$ cat config.mk
export PLATFORM = sky130hd
export DESIGN_NAME = fph_ctrl
export DESIGN_NICKNAME = d
export VERILOG_FILES = /design/src/verilog/fph_pkg.sv /design/src/verilog/fph_pins_if.sv /design/src/verilog/fph_pin_sync.sv /design/src/verilog/fph_ctrl.sv
export VERILOG_INCLUDE_DIRS = /design/src /design/src/verilog
export SDC_FILE = /design/constraint.sdc
export NUM_CORES = 1
export LEC_CHECK = 0
export ABC_CLOCK_PERIOD_IN_PS = 1800
export BUFFER_PORTS_ARGS = -buffer_cell sky130_fd_sc_hd__buf_4
export CAP_MARGIN = 20
export CORE_AREA = 2 2 72 142
export DETAILED_ROUTE_END_ITERATION = 16
export DIE_AREA = 0 0 74 144
export PLACE_DENSITY_LB_ADDON = 0.1
export SLEW_MARGIN = 20
export SYNTH_ARGS = -nofsm -noshare
export SYNTH_HDL_FRONTEND = slang
export SYNTH_SLANG_ARGS = --single-unit
$ cat constraint.sdc
create_clock -name clk -period 1.8 [get_ports clk]
set_input_delay 0.27 -clock clk [delete_from_list [all_inputs] [get_ports clk]]
set_output_delay 0.27 -clock clk [all_outputs]
set_load 0.01 [all_outputs]
$ cat src/verilog/fph_consts.svh
// constants of the flash id, sleep and pause command logic
`ifndef FPH_CONSTS_SVH
`define FPH_CONSTS_SVH

// ****************************************************************
// opcodes
// ****************************************************************
`define FPH_OP_LEGACY_ID 8'h90
`define FPH_OP_SLEEP 8'hB9
`define FPH_OP_WAKE 8'hAB

// ****************************************************************
// identification bytes (arbitrary values)
// ****************************************************************
`define FPH_MANUF_CODE 8'h5A
`define FPH_DEVICE_CODE 8'h3C

// ****************************************************************
// frame layout
// ****************************************************************
`define FPH_DUMMY_BYTES 3'h3
`define FPH_WAKE_ID_BYTE 3'h4
`define FPH_LAST_BIT 3'h7
`define FPH_PIN_IDLE 5'h19

// ****************************************************************
// timing: ns figures and derived 100 MHz cycle counts
// ****************************************************************
`define FPH_CLK_NS 10
`define FPH_ENTRY_NS 3000
`define FPH_EXIT_NS 3000
`define FPH_MAX1(x) (((x) < 1) ? 1 : (x))
`define FPH_ENTRY_CYC `FPH_MAX1(`FPH_ENTRY_NS / `FPH_CLK_NS)
`define FPH_EXIT_CYC `FPH_MAX1(`FPH_EXIT_NS / `FPH_CLK_NS)
`define FPH_TIMER_W 12

`endif

$ cat src/verilog/fph_pkg.sv
// types of the flash id, sleep and pause command logic
package fph_pkg;

    // gray codes along standby -> entering -> sleep -> exiting
    typedef enum logic [1:0]
    {
        PWR_STANDBY = 2'h0,
        PWR_ENTERING = 2'h1,
        PWR_SLEEP = 2'h3,
        PWR_EXITING = 2'h2
    } fph_pwr_t;

    typedef enum logic [2:0]
    {
        CMD_OPCODE = 3'h0,
        CMD_LEGACY_ID = 3'h1,
        CMD_WAKE = 3'h3,
        CMD_SKIP = 3'h2,
        CMD_FORWARD = 3'h6
    } fph_cmd_t;

endpackage

$ cat src/verilog/fph_pins_if.sv
// synchronised serial pin levels and edges
`timescale 1ns/100ps
interface fph_pins_if;
    logic cs_n;
    logic sck;
    logic si;
    logic hold_n;
    logic wp_n;
    logic cs_rise;
    logic sck_rise;
    logic sck_fall;

    modport src
    (
        output cs_n, sck, si, hold_n, wp_n, cs_rise, sck_rise, sck_fall
    );
    modport dst
    (
        input cs_n, sck, si, hold_n, wp_n, cs_rise, sck_rise, sck_fall
    );
endinterface

$ cat src/verilog/fph_pin_sync.sv
// two-flop synchronisers and edge detect for the serial pins
`timescale 1ns/100ps
`include "fph_consts.svh"
module fph_pin_sync
(
    input wire logic clk,
    input wire logic reset_n,
    input wire logic cs_n_pin,
    input wire logic sck_pin,
    input wire logic si_pin,
    input wire logic hold_n_pin,
    input wire logic wp_n_pin,
    fph_pins_if.src pins
);
    // bit order {wp_n, hold_n, si, sck, cs_n}
    logic [4:0] meta_q;
    logic [4:0] sync_q;
    logic [4:0] last_q;
    wire [4:0] raw = {wp_n_pin, hold_n_pin, si_pin, sck_pin, cs_n_pin};

    always_ff @(posedge clk)
    begin
        if (!reset_n)
        begin
            meta_q <= `FPH_PIN_IDLE;
            sync_q <= `FPH_PIN_IDLE;
            last_q <= `FPH_PIN_IDLE;
        end
        else
        begin
            meta_q <= raw;
            sync_q <= meta_q;
            last_q <= sync_q;
        end
    end

    // edges look only at the second stage and its delayed copy
    assign pins.cs_n = sync_q[0];
    assign pins.sck = sync_q[1];
    assign pins.si = sync_q[2];
    assign pins.hold_n = sync_q[3];
    assign pins.wp_n = sync_q[4];
    assign pins.cs_rise = sync_q[0] & ~last_q[0];
    assign pins.sck_rise = sync_q[1] & ~last_q[1];
    assign pins.sck_fall = ~sync_q[1] & last_q[1];
endmodule

$ cat src/verilog/fph_ctrl.sv
// id read, deep sleep, wake-up and serial pause control of a flash
`timescale 1ns/100ps
`include "fph_consts.svh"

module fph_ctrl
    import fph_pkg::*;
(
    input wire logic clk,
    input wire logic reset_n,
    input wire logic cs_n_pin,
    input wire logic sck_pin,
    input wire logic si_pin,
    input wire logic hold_n_in,
    output logic hold_n_out,
    output logic hold_n_oe_n,
    input wire logic wp_n_pin,
    output logic so_out,
    output logic so_oe_n,
    input wire logic quad_enable_bit,
    input wire logic self_timed_busy,
    input wire logic io3_data,
    input wire logic io3_drive,
    output logic io3_level,
    output logic wp_n_level,
    output logic [7:0] fwd_opcode,
    output logic fwd_valid,
    output logic op_abort,
    output logic write_latch_clear,
    output logic standby,
    output logic deep_sleep
);

    // ****************************************************************
    // pin synchronisers
    // ****************************************************************
    fph_pins_if pins();

    fph_pin_sync u_sync
    (
        .clk(clk),
        .reset_n(reset_n),
        .cs_n_pin(cs_n_pin),
        .sck_pin(sck_pin),
        .si_pin(si_pin),
        .hold_n_pin(hold_n_in),
        .wp_n_pin(wp_n_pin),
        .pins(pins)
    );

    // ****************************************************************
    // helpers
    // ****************************************************************
    function automatic logic id_bit(input logic [7:0] code,
                                    input logic [2:0] idx);
        // idx 0 is the first bit out, which is bit 7
        id_bit = code[3'h7 - idx];
    endfunction

    localparam logic [`FPH_TIMER_W-1:0] ENTRY_LOAD =
        `FPH_TIMER_W'(`FPH_ENTRY_CYC - 1);
    localparam logic [`FPH_TIMER_W-1:0] EXIT_LOAD =
        `FPH_TIMER_W'(`FPH_EXIT_CYC - 1);

    // ****************************************************************
    // state
    // ****************************************************************
    fph_pwr_t pwr_q;
    fph_pwr_t pwr_d;
    fph_cmd_t cmd_q;
    fph_cmd_t cmd_d;
    logic hold_active_q;
    logic hold_active_d;
    logic [2:0] bit_cnt_q;
    logic [2:0] byte_cnt_q;
    logic [7:0] shift_q;
    logic [3:0] out_cnt_q;
    logic out_on_q;
    logic so_q;
    logic so_d;
    logic sleep_req_q;
    logic wake_req_q;
    logic [`FPH_TIMER_W-1:0] timer_q;
    logic [`FPH_TIMER_W-1:0] timer_d;
    logic [7:0] fwd_opcode_q;
    logic fwd_valid_q;
    logic abort_q;
    logic io3_q;

    // ****************************************************************
    // pause decode
    // ****************************************************************
    // quad mode turns the pause pin into a data line
    wire pause_fn = ~quad_enable_bit;
    wire pause_req = pause_fn & ~pins.hold_n;

    // pause state changes only while the clock is low; deselect clears it
    wire hold_next = ~pins.sck ? pause_req : hold_active_q;
    assign hold_active_d = pins.cs_n ? 1'b0 : hold_next;

    // clock edges seen during pause are dropped
    wire rise_ok = pins.sck_rise & ~pins.cs_n & ~hold_active_q;
    wire fall_ok = pins.sck_fall & ~pins.cs_n & ~hold_active_q;

    // ****************************************************************
    // opcode decode
    // ****************************************************************
    wire [7:0] opc_val = {shift_q[6:0], pins.si};
    wire byte_end = rise_ok & (bit_cnt_q == `FPH_LAST_BIT);
    wire opc_done = byte_end & (cmd_q == CMD_OPCODE);
    wire asleep = (pwr_q != PWR_STANDBY);
    wire in_sleep = (pwr_q == PWR_SLEEP);
    wire is_lid = (opc_val == `FPH_OP_LEGACY_ID) & ~asleep;
    wire is_sleep = (opc_val == `FPH_OP_SLEEP) & ~asleep;
    wire is_wake = (opc_val == `FPH_OP_WAKE) &
                   (in_sleep | ~asleep);
    // self-timed work in flight swallows the sleep request
    wire sleep_ok = is_sleep & ~self_timed_busy;
    wire id_phase = (cmd_q == CMD_WAKE) &
                    (byte_cnt_q == `FPH_WAKE_ID_BYTE);

    // ****************************************************************
    // end of frame
    // ****************************************************************
    wire frame_end = pins.cs_rise;
    wire on_boundary = (bit_cnt_q == 3'h0);
    // released with the pause pin still low: abandon everything
    wire pause_abort = frame_end & pause_fn & ~pins.hold_n;
    wire go_sleep = frame_end & sleep_req_q & on_boundary &
                    ~pause_abort & ~self_timed_busy;
    wire go_wake = frame_end & wake_req_q & on_boundary &
                   ~pause_abort;

    // ****************************************************************
    // command sequencing
    // ****************************************************************
    always_comb
    begin
        cmd_d = cmd_q;
        case (cmd_q)
            CMD_OPCODE:
            begin
                if (opc_done)
                begin
                    if (is_lid)
                        cmd_d = CMD_LEGACY_ID;
                    else if (is_wake)
                        cmd_d = CMD_WAKE;
                    else if (asleep)
                        cmd_d = CMD_SKIP;
                    else if (is_sleep)
                        cmd_d = CMD_SKIP;
                    else
                        cmd_d = CMD_FORWARD;
                end
            end
            CMD_LEGACY_ID: cmd_d = CMD_LEGACY_ID;
            CMD_WAKE: cmd_d = CMD_WAKE;
            CMD_SKIP: cmd_d = CMD_SKIP;
            CMD_FORWARD: cmd_d = CMD_FORWARD;
            default: cmd_d = CMD_OPCODE;
        endcase
        if (pins.cs_n)
            cmd_d = CMD_OPCODE;
    end

    // ****************************************************************
    // serial output
    // ****************************************************************
    always_comb
    begin
        so_d = so_q;
        if (fall_ok & (cmd_q == CMD_LEGACY_ID))
            so_d = id_bit(out_cnt_q[3] ? `FPH_DEVICE_CODE : `FPH_MANUF_CODE,
                          out_cnt_q[2:0]);
        else if (fall_ok & id_phase)
            so_d = id_bit(`FPH_DEVICE_CODE, out_cnt_q[2:0]);
    end

    wire out_step = fall_ok & ((cmd_q == CMD_LEGACY_ID) | id_phase);

    // ****************************************************************
    // power state
    // ****************************************************************
    always_comb
    begin
        pwr_d = pwr_q;
        timer_d = timer_q;
        case (pwr_q)
            PWR_STANDBY:
            begin
                if (go_sleep)
                begin
                    pwr_d = PWR_ENTERING;
                    timer_d = ENTRY_LOAD;
                end
            end
            PWR_ENTERING:
            begin
                if (timer_q == '0)
                    pwr_d = PWR_SLEEP;
                else
                    timer_d = timer_q - 1'b1;
            end
            PWR_SLEEP:
            begin
                if (go_wake)
                begin
                    pwr_d = PWR_EXITING;
                    timer_d = EXIT_LOAD;
                end
            end
            PWR_EXITING:
            begin
                if (timer_q == '0)
                    pwr_d = PWR_STANDBY;
                else
                    timer_d = timer_q - 1'b1;
            end
            default: pwr_d = PWR_STANDBY;
        endcase
    end

    // ****************************************************************
    // registers
    // ****************************************************************
    always_ff @(posedge clk)
    begin
        if (!reset_n)
        begin
            pwr_q <= PWR_STANDBY;
            timer_q <= '0;
            cmd_q <= CMD_OPCODE;
            hold_active_q <= 1'b0;
        end
        else
        begin
            pwr_q <= pwr_d;
            timer_q <= timer_d;
            cmd_q <= cmd_d;
            hold_active_q <= hold_active_d;
        end
    end

    // bit and byte position within the frame
    always_ff @(posedge clk)
    begin
        if (!reset_n || pins.cs_n)
        begin
            bit_cnt_q <= 3'h0;
            byte_cnt_q <= 3'h0;
            shift_q <= 8'h00;
        end
        else if (rise_ok)
        begin
            bit_cnt_q <= bit_cnt_q + 3'h1;
            shift_q <= opc_val;
            if (byte_end && byte_cnt_q != `FPH_WAKE_ID_BYTE)
                byte_cnt_q <= byte_cnt_q + 3'h1;
        end
    end

    // pending power requests of the current frame
    always_ff @(posedge clk)
    begin
        if (!reset_n || (pins.cs_n && !frame_end))
        begin
            sleep_req_q <= 1'b0;
            wake_req_q <= 1'b0;
        end
        else if (opc_done)
        begin
            sleep_req_q <= sleep_ok;
            wake_req_q <= is_wake & in_sleep;
        end
    end

    // id output sequencer; the counter wraps, so bytes repeat
    always_ff @(posedge clk)
    begin
        if (!reset_n || pins.cs_n)
        begin
            out_cnt_q <= 4'h0;
            out_on_q <= 1'b0;
            so_q <= 1'b0;
        end
        else
        begin
            so_q <= so_d;
            if (out_step)
            begin
                out_cnt_q <= out_cnt_q + 4'h1;
                out_on_q <= 1'b1;
            end
        end
    end

    // side effects toward the rest of the device
    always_ff @(posedge clk)
    begin
        if (!reset_n)
        begin
            fwd_opcode_q <= 8'h00;
            fwd_valid_q <= 1'b0;
            abort_q <= 1'b0;
            io3_q <= 1'b0;
        end
        else
        begin
            fwd_valid_q <= opc_done & (cmd_d == CMD_FORWARD);
            if (opc_done)
                fwd_opcode_q <= opc_val;
            abort_q <= pause_abort;
            io3_q <= io3_data;
        end
    end

    // ****************************************************************
    // outputs
    // ****************************************************************
    // output only after the first bit was loaded; pause floats it
    wire so_drive = out_on_q & ~pins.cs_n & ~hold_active_q;
    assign so_out = so_q;
    assign so_oe_n = ~so_drive;
    assign hold_n_out = io3_q;
    assign hold_n_oe_n = ~(quad_enable_bit & io3_drive);
    assign io3_level = pins.hold_n;
    // write protect stays visible during pause
    assign wp_n_level = pins.wp_n;
    assign fwd_opcode = fwd_opcode_q;
    assign fwd_valid = fwd_valid_q;
    assign op_abort = abort_q;
    assign write_latch_clear = abort_q;
    // busy work is never held off by pause; it blocks standby and sleep entry
    assign standby = (pwr_q == PWR_STANDBY) & pins.cs_n &
                     ~self_timed_busy;
    assign deep_sleep = in_sleep;

endmodule

## Yosys cells after proc, flatten, opt, wreduce, memory -nomap -nowiden

Memory sizes are Yosys's and may differ from the RTL's.
Cells that the tools add are included.
Widths: inputs -> output; s select.

- Register bits: 62
- ROM bits: 8
- Input port bits: 11
- Output and inout bits: 19
- Memories kept: 1

Memories:

| memory | depth | width | read ports | clocked after Yosys merged registers in | write ports | RTL line | source |
|---|---|---|---|---|---|---|---|
| (no name shown) | 8 | 1 | 1 | 0 | 0 | fph_ctrl.sv:56 | `id_bit = code[3'h7 - idx];` |

- Add/subtract/negate cells: 5
- Magnitude comparators: 1
- Equal/unequal tests: 19
- Mux-type cells: 22
- Bitwise gates (word level): 49
- Reductions and logical operators: 17

Operator list:

| operator | number |
|---|---|
| $mux 12 | 3 |
| $pmux 12 s3 | 1 |
| $and 1x1->1 | 34 |
| $eq 8x8->1 const B | 3 |
| $mux 3 | 6 |
| $pmux 3 s5 | 1 |
| $not 1->1 | 13 |
| $eq 3x3->1 const B | 4 |
| $logic_not 12->1 | 1 |
| $sub 12x1->12 const B | 1 |
| $mux 2 | 4 |
| $ne 2x2->1 const B | 4 |
| $pmux 2 s4 | 1 |
| $mux 7 | 1 |
| $add 3x1->3 const B | 2 |
| $eq 3x2->1 const B | 2 |
| $logic_not 3->1 | 2 |
| $add 4x1->4 const B | 1 |
| $eq 2x2->1 const B | 2 |
| $lt 3x4->1 const B | 1 |
| $mux 1 | 4 |
| $reduce_and 4->1 | 1 |
| $reduce_bool 2->1 | 2 |
| $reduce_or 2->1 | 2 |
| other kinds (13) | 17 |

## Longest topological paths before layout

Gate-level depths: netlist of run 1.

- Word-level depth: 12
- Gate-level depth with buffers: 8
- Mapped depth without buffers: 7

## Cells and area by module

From an unflattened synthesis of run 1, not the netlist that was laid out.

- Cells, all modules: 310
- Area, all modules: 2,847.7 um2

By module, submodules not included:

| module | times used | cells each | area each (um2) |
|---|---|---|---|
| fph_ctrl | 1 | 282 | 2,502.4 |
| fph_pin_sync | 1 | 28 | 345.3 |

## Worst setup path before layout of run 1

No wires, ideal clock.

- Kind: reg-to-reg
- Start: register timer_q[0]
- End: register timer_q[10]
- Arrival time: 1.742 ns
- Data required time: 1.724 ns
- Setup slack: -0.018 ns
- Stages on the path, launching flop included: 8
- Path buffers: 0
- Cells stage by stage: dfxtp_1 > inv_1 > ha_1 > nor4b_4 > nand2_2 > or4_1 > or3_1 > a31oi_1

- Longest elaborated chain between the ends: 3
- Elaborated cells on any way between the ends: 6
- Classes of those cells: add/sub (1); eq/ne (1); mux (2); reduce/logical (2)

Ends and longest elaborated chain:

| what | RTL line | source |
|---|---|---|
| start, declared | fph_ctrl.sv:82 | `` logic [`FPH_TIMER_W-1:0] timer_q; `` |
| start signal, assigned | fph_ctrl.sv:238 | `timer_q <= timer_d;` |
| $sub 12x1->12 / $logic_not 12->1 (equally long branches) | n/a |  |
| $mux 12 / $ne 2x2->1 (equally long branches) | n/a |  |
| $pmux 12 s3 / $reduce_and 3->1 (equally long branches) | n/a |  |

Parallel ways exist; a longest one is shown, timed or not. The select of a mux whose other input is x is not followed.
A chain may end at the register's enable or synchronous reset.

## Final worst setup path of run 1

- Start: register timer_q[1]
- End: register timer_q[10]

Same word-level chain as after synthesis.

==> reports/metrics.cfg, run 1 <==
[status]
status = finished, violations left
violations = negative setup slack

[worst_setup_path]
path_class = flop to flop
crit_path_cell_trace = inv_2, ha_4, nor4b_4, nand2_2, or4_4, or3_4, a31oi_1
start_kind = flop
critPathCaptureType = flop
critPathSlowestCell = or4_4
worstRegToRegCells = 7
critPathMaxFanout = 3
crit_required_ns = 2.05
r2r-start = timer_q[1]
max_stage_delay_ns = 0.43
r2r-end = timer_q[10]
critPathArrivalTime_ns = 2.06
startpoint = timer_q[1]
regToRegSetupSlack_ns = -0.01

[pwr]
p_leak_nw = 1.64
powerDensity_mw_per_mm2 = 799
ir_drop_mv = 0.404

[routing]
drt-wirelength-per-cell_um = 14.2
highest_layer = met4
wl_met1_um = 2810
drc = 0
first_iter_violations = 62
wl_met3_um = 168
drtAntennaViolNets = 0
via_per_inst = 4.69
wl_met2_um = 4710
wl_um = 7840
vias = 2587
first_pass_iters = 4

[timing]
hold_violations = 0
rsz0062_at_grt = yes
fin_ws_ns = -0.0102
min_period_ns = 1.81
timing.final.crit_share_pct = 101
worst_pin_slew_ns = 0.459
max_freq_ghz = 0.552
whs_ns = 0.123
setup_viol = 1
slew_viol_final = 0
fin_worst_skew_ns = 0.00852
relSlewSlack_pct = 69.3

[floorplanning]
core_mm2 = 0.00964
initial_core_util_pct = 28.9
boundaryPins = 30
die_h_um = 144
die_area_mm2 = 0.0107
fp.dieW_um = 74
rows = 51

[worst_hold_path]
min_path_cells = 2
hold_class = input port to flop
min_from = wp_n_pin
holdPathEnd = u_sync.meta_q[4]

[grt]
grt_antenna_before_repair = 0
grt-ovfl-total = 0
grt_max_degree = 25
grt_first_pass_wirelength_um = 12600
grt_pass1_vias = 2561
grt_usage_pct = 16.0

[yosys]
synthArstFlopShare_pct = 0
ys_seq_area_share_pct = 44.6
yosysWarnings = 0
synth_compound_area_share_pct = 14.5
synthSimpleGateAreaFrac_pct = 28.4
synthFlopType = dfxtp_1
netlist_instances = 317
synth_top_family_by_area = simple AND/OR/NAND/NOR gates
synth_cell_type_count = 50
synthAdderAreaFrac_pct = 5.84
ys_ff_latch = 62
synth_xor_area_share_pct = 1.89
syn-cell-area_mm2 = 0.00278
synth_area_per_cell_um2 = 8.78
syn_nets = 341
synth.area.mux_share_pct = 1.08
synth-edff-count = 0

[final_layout]
fin_cells = 552
drive_gt1_share_pct = 40.2
design_area_mm2 = 0.00419
final_common_cell = buf_4
diodes = 0
area_growth_pct = 50.4
finish.net_count = 439
final_cell_mix = buf_4, dfxtp_1, nand2_1, a21oi_1, nor2_1

[cts]
cts.sinks = 62
postCtsHoldBufs = 0
clock_path_buffers = 2
clkLatencyLatePin_ns = 0.33
root_buffer = clkbuf_16
cts_tree = yes
clk_pin_slew_ns = 0.05
cts_made_buffers = 9
htree_levels = 3

[placed_design]
place_hpwl_um = 5800
port_buffers = 29
gp_congestion = 0.805
dp_cells = 518
dp_slack_ns = -0.126
placed_area_mm2 = 0.00351

[job]
maxCapViolations = 0

-- power breakdown --
part           internal (mW)  leakage, nW  switching, mW
logic                 0.0435        0.978         0.0447
registers               1.39        0.505        0.00611
clock network           1.24        0.154          0.622
-- metrics by stage --
| stage | utilization, % | total power, mW | TNS [ns] |
|---|---|---|---|
| after CTS | 42.2 | 3.40 | -0.0372 |
| final | 43.5 | 3.35 | -0.0102 |
| after global routing | 43.5 | 3.47 | -0.491 |
| after detailed placement | 36.5 | 1.51 | -0.912 |
| after floorplan | - | 1.46 | -0.0182 |
| after global placement | 36.5 | 1.51 | -0.554 |
-- worst max path at each step --
stage	end	cells past startpoint
finish	timer_q[10]	7
global route	timer_q[8]	11
CTS	timer_q[7]	7
floorplan	timer_q[10]	7
global placement	pwr_q[1]	9
detailed placement	pwr_q[1]	9
-- cell families (layout without fill, tap and decap cells) --
kind of cell | after synthesis | in the layout
AND/OR/NAND/NOR | 149 | 149
flip-flops | 62 | 62
AO/OA/AOI/OAI | 61 | 61
buffers and inverters | 23 | 126
adder cells (fa/ha/maj) | 13 | 13
XOR/XNOR | 6 | 6
multiplexers | 3 | 3
-- repair_timing --
action / 4_1_cts / 5_1_grt
gates resized for setup: 28 / 27
pin swaps: 23 / 18
endpoints found under the setup margin: 12 / 17
setup buffers: 17 / 2
-- metal layers --
| layer | vias to the layer above | GRT usage, % |
|---|---|---|
| met3 | 8 | 3.14 |
| met4 | 0 | 6.03 |
| li1 | 1310 | - |
| met2 | 27 | 31.7 |
| met1 | 1242 | 15.2 |
| met5 | - | 0 |
-- Yosys cell counts (2+ instances only) --
cell      count  share of area [%]
mux2i_1       3                1.1
xor2_1        3               0.94
nand2_1      54                7.3
nor3_1        6                1.1
a311oi_1      3               0.94
o21ai_0       4               0.72
and2_1        9                2.0
xnor2_1       3               0.94
ha_1         13                5.8
or4_1         2               0.54
dfxtp_1      62                 45
inv_1         8                1.1
nand3_1      11                2.0
a31oi_1       2               0.45
nor2_1       21                2.8
nor4_1        5                1.1
o21bai_1      2               0.54
o21ai_1       3               0.54
or3_1         5                1.1
nand2b_1     11                2.5
a21oi_1      33                5.9
buf_2         3               0.54
o221a_1       3                1.2
a211oi_1      3               0.81
nor3b_1       2               0.54
clkbuf_1      9                1.2
nor4_2        2               0.90
o31ai_2       2               0.90
o31ai_1       2               0.54
nand4_1       5                1.1
nand3b_1      4                1.1
-- state kept, by name, summed over array words and instances (netlist names), 4 cells and up --
name,count
fwd_opcode,8
out_cnt_q,4
shift_q,7
timer_q,12
u_sync.meta_q,5
u_sync.sync_q,5
-- critical path: cells and delay by family, from the launching register on --
family / cells / cell delay (ns)
AO/OA/AOI/OAI: 1 / 0.12
AND/OR/NAND/NOR: 4 / 1.09
adder cells (fa/ha/maj): 1 / 0.13
flip-flops: 1 / 0.32
buffers and inverters: 1 / 0.06
-- final cells by class --
type                       instances  area, um2
fill                             983       5450
multi-input combinational        232       1630
sequential                        62       1250
timing repair buffer             101        790
clock buffer                      10        239
tap                              132        165
clock inverter                     6       85.1
inverter                           9       33.8
No activity file was read; power rests on OpenSTA's default activity.
==> run 2, diff against run 1 <==
--- a/config.mk
+++ b/config.mk
@@ -6,12 +6,13 @@
 export SDC_FILE = /design/constraint.sdc
 export NUM_CORES = 1
 export LEC_CHECK = 0
+export ABC_AREA = 1
 export ABC_CLOCK_PERIOD_IN_PS = 1800
 export BUFFER_PORTS_ARGS = -buffer_cell sky130_fd_sc_hd__buf_4
 export CAP_MARGIN = 20
-export CORE_AREA = 2 2 72 142
+export CORE_AREA = 2 2 73 144
 export DETAILED_ROUTE_END_ITERATION = 16
-export DIE_AREA = 0 0 74 144
+export DIE_AREA = 0 0 75 146
 export PLACE_DENSITY_LB_ADDON = 0.1
 export SLEW_MARGIN = 20
 export SYNTH_ARGS = -nofsm -noshare
==> run 2 against run 1 <==
The run now ends clean. Largest cell class unchanged. Critical endpoint is now standby. Highest routed layer unchanged. Clock skew is 0.0038 ns lower. Hold slack is essentially flat. Die area increased by 2.8%. Via count up 0.50%. Core utilization is 5.3 points lower. Design area fell by 11%. Register-to-register slack improved by 0.14 ns. Power grew 1.3%.
==> reports/metrics.cfg, run 2 <==
[status]
status = finished, final reports clean

[timing]
fin_ws_ns = 0.131
relSlewSlack_pct = 73.7
min_period_ns = 1.67
slew_viol_final = 0
setup_viol = 0
rsz0062_at_grt = no
max_freq_ghz = 0.599
worst_pin_slew_ns = 0.393
hold_violations = 0
fin_worst_skew_ns = 0.00475
timing.final.crit_share_pct = 92.7
totalNegativeSetupSlack_ns = 0

[floorplanning]
die_h_um = 146
fp.dieW_um = 75
boundaryPins = 30
rows = 51
die_area_mm2 = 0.0110
core_mm2 = 0.00976
initial_core_util_pct = 29.4

[cts]
root_buffer = clkbuf_16
cts_made_buffers = 9
clkLatencyLatePin_ns = 0.33
htree_levels = 3
clock_path_buffers = 2
postCtsHoldBufs = 0
cts_tree = yes
clk_pin_slew_ns = 0.05
cts.sinks = 62

[yosys]
synth_top_cells_by_count = nand2_1, dfxtp_1, nor2_1, inv_1, a21oi_1
ys_ff_latch = 62
synth_area_per_cell_um2 = 7.30
syn-cell-area_mm2 = 0.00287
synthTopCellsByArea = dfxtp_1, nand2_1, nor2_1, inv_1, a21oi_1
syn_nets = 417
synth.top_cell.area_share_pct = 43.3
ys_seq_area_share_pct = 43.3
yosysMostFrequentCell = nand2_1
yosysWarnings = 0
synth_area_leader_cell = dfxtp_1
synthArstFlopShare_pct = 0
netlist_instances = 393
synth-edff-count = 0
synth_cell_type_count = 28
synthFlopType = dfxtp_1

[routing]
vias = 2600
drt-wirelength-per-cell_um = 12.5
first_pass_iters = 4
first_iter_violations = 60
wl_um = 7310
via_per_inst = 4.46
drtAntennaViolNets = 0
drc = 0

[worst_setup_path]
crit_path_cell_trace = inv_1, ha_1, buf_4, nand2_1, nor2_1, buf_4
crit_required_ns = 1.53
critPathMaxFanout = 4
cp_top_family = buffers and inverters
critPathBufInv = 3
start_kind = flop
max_stage_delay_ns = 0.35
critPathArrivalTime_ns = 1.40
r2r-start = pwr_q[0]
path_class = flop to output port
regToRegSetupSlack_ns = 0.13
crit_top_cell = buf_4
r2r-end = pwr_q[0]
critPathCaptureType = output port
worstRegToRegCells = 10
critPathSlowestCell = dfxtp_1

[worst_hold_path]
min_path_cells = 3
min_from = io3_data
hold_class = input port to flop
holdPathEnd = hold_n_out

[grt]
grt_max_degree = 20
grtUsageMet1_pct = 13.8
grt_first_pass_wirelength_um = 11800
grt_antenna_before_repair = 0
grt_usage_pct = 14.4
grt_pass1_vias = 2447
met2_usage_pct = 26.9
top_usage_layer = met2
grt-ovfl-total = 0
use_met3_pct = 3.25

[pwr]
ir_drop_mv = 0.538
powerDensity_mw_per_mm2 = 909
p_leak_nw = 1.72

[placed_design]
gp_congestion = 0.835
place_hpwl_um = 5630
port_buffers = 29
dp_slack_ns = -0.192

[final_layout]
regMostFlops = timer_q
final_common_cell = nand2_1
finish.net_count = 470
area_growth_pct = 30.0
largest_reg_flops = 12
drive_gt1_share_pct = 21.7
diodes = 0
final_cell_mix = nand2_1, dfxtp_1, nor2_1, buf_4, inv_1

[job]
maxCapViolations = 0

-- run 2: layout make-up --
class                           count  area (um2)
Timing Repair Buffer               54         405
Clock buffer                       11         253
Multi-Input combinational cell    269        1390
Sequential cell                    62        1240
Fill cell                        1058        6030
Tap cell                          132         165
Inverter                           50         188
Clock inverter                      5        81.3
-- run 2: worst max path at each step --
stage,from,endpoint,slack [ns],cells after the start
2_1_floorplan,pwr_q[0],timer_q[7],0.20,9
3_3_place_gp,pwr_q[1],timer_q[11],-0.16,9
3_5_place_dp,pwr_q[1],timer_q[11],-0.19,9
6_report,pwr_q[0],standby,0.13,6
5_1_grt,pwr_q[0],pwr_q[1],0.008,10
4_1_cts,pwr_q[1],timer_q[11],0.002,9
-- run 2: per-layer routing --
metal  share of wire, %  vias to the layer above
met2                 60                       26
met5                  0                        -
li1                   -                     1353
met4                2.6                        0
met3                2.3                       13
met1                 35                     1208
-- run 2: timing repair --
item / CTS / global route
setup endpoints to repair: 14 / 14
hold endpoints to repair: 0 / 0
pin swaps: 1 / 1
resized for setup: 3 / 3
setup buffers: 0 / 2
-- run 2: kinds of logic (layout without fill, tap and decap cells) --
kind of cell	count (synthesis)	in the layout	synth area share (%)
fa+ha+maj	13	13	5.67
compound gates	67	67	12.1
buf+inv	62	120	9.07
flops	62	62	43.3
simple gates	184	184	28.4
xor+xnor	5	5	1.53
-- run 2: worst reg2reg max path: stages (launching register included) --
cell     delay, ns
dfxtp_1       0.35
inv_1         0.07
ha_1          0.23
or2_2         0.29
nand2_2       0.08
nand2_2       0.07
buf_4         0.15
a21oi_4       0.15
nand2_1       0.07
nand2_1       0.06
nor2_1        0.04
-- run 2: metrics by stage --
stage | hold slack (ns) | utilization, % | instance area, um2 | std cells | total power [mW]
after global placement | 0.398 | 34.3 | 3350 | 565 | 1.51
after floorplan | 0.368 | - | 2870 | 393 | 1.46
after CTS | 0.112 | 37.9 | 3700 | 581 | 3.45
after detailed placement | 0.397 | 34.3 | 3350 | 565 | 1.51
after global routing | 0.112 | 38.2 | 3730 | 583 | 3.52
final | 0.122 | 38.2 | 3730 | 583 | 3.39
-- run 2: report_power, final --
| part | switching (mW) | total (mW) | internal, mW |
|---|---|---|---|
| registers | 0.00615 | 1.39 | 1.39 |
| clock network | 0.628 | 1.91 | 1.29 |
| logic | 0.0456 | 0.0831 | 0.0375 |
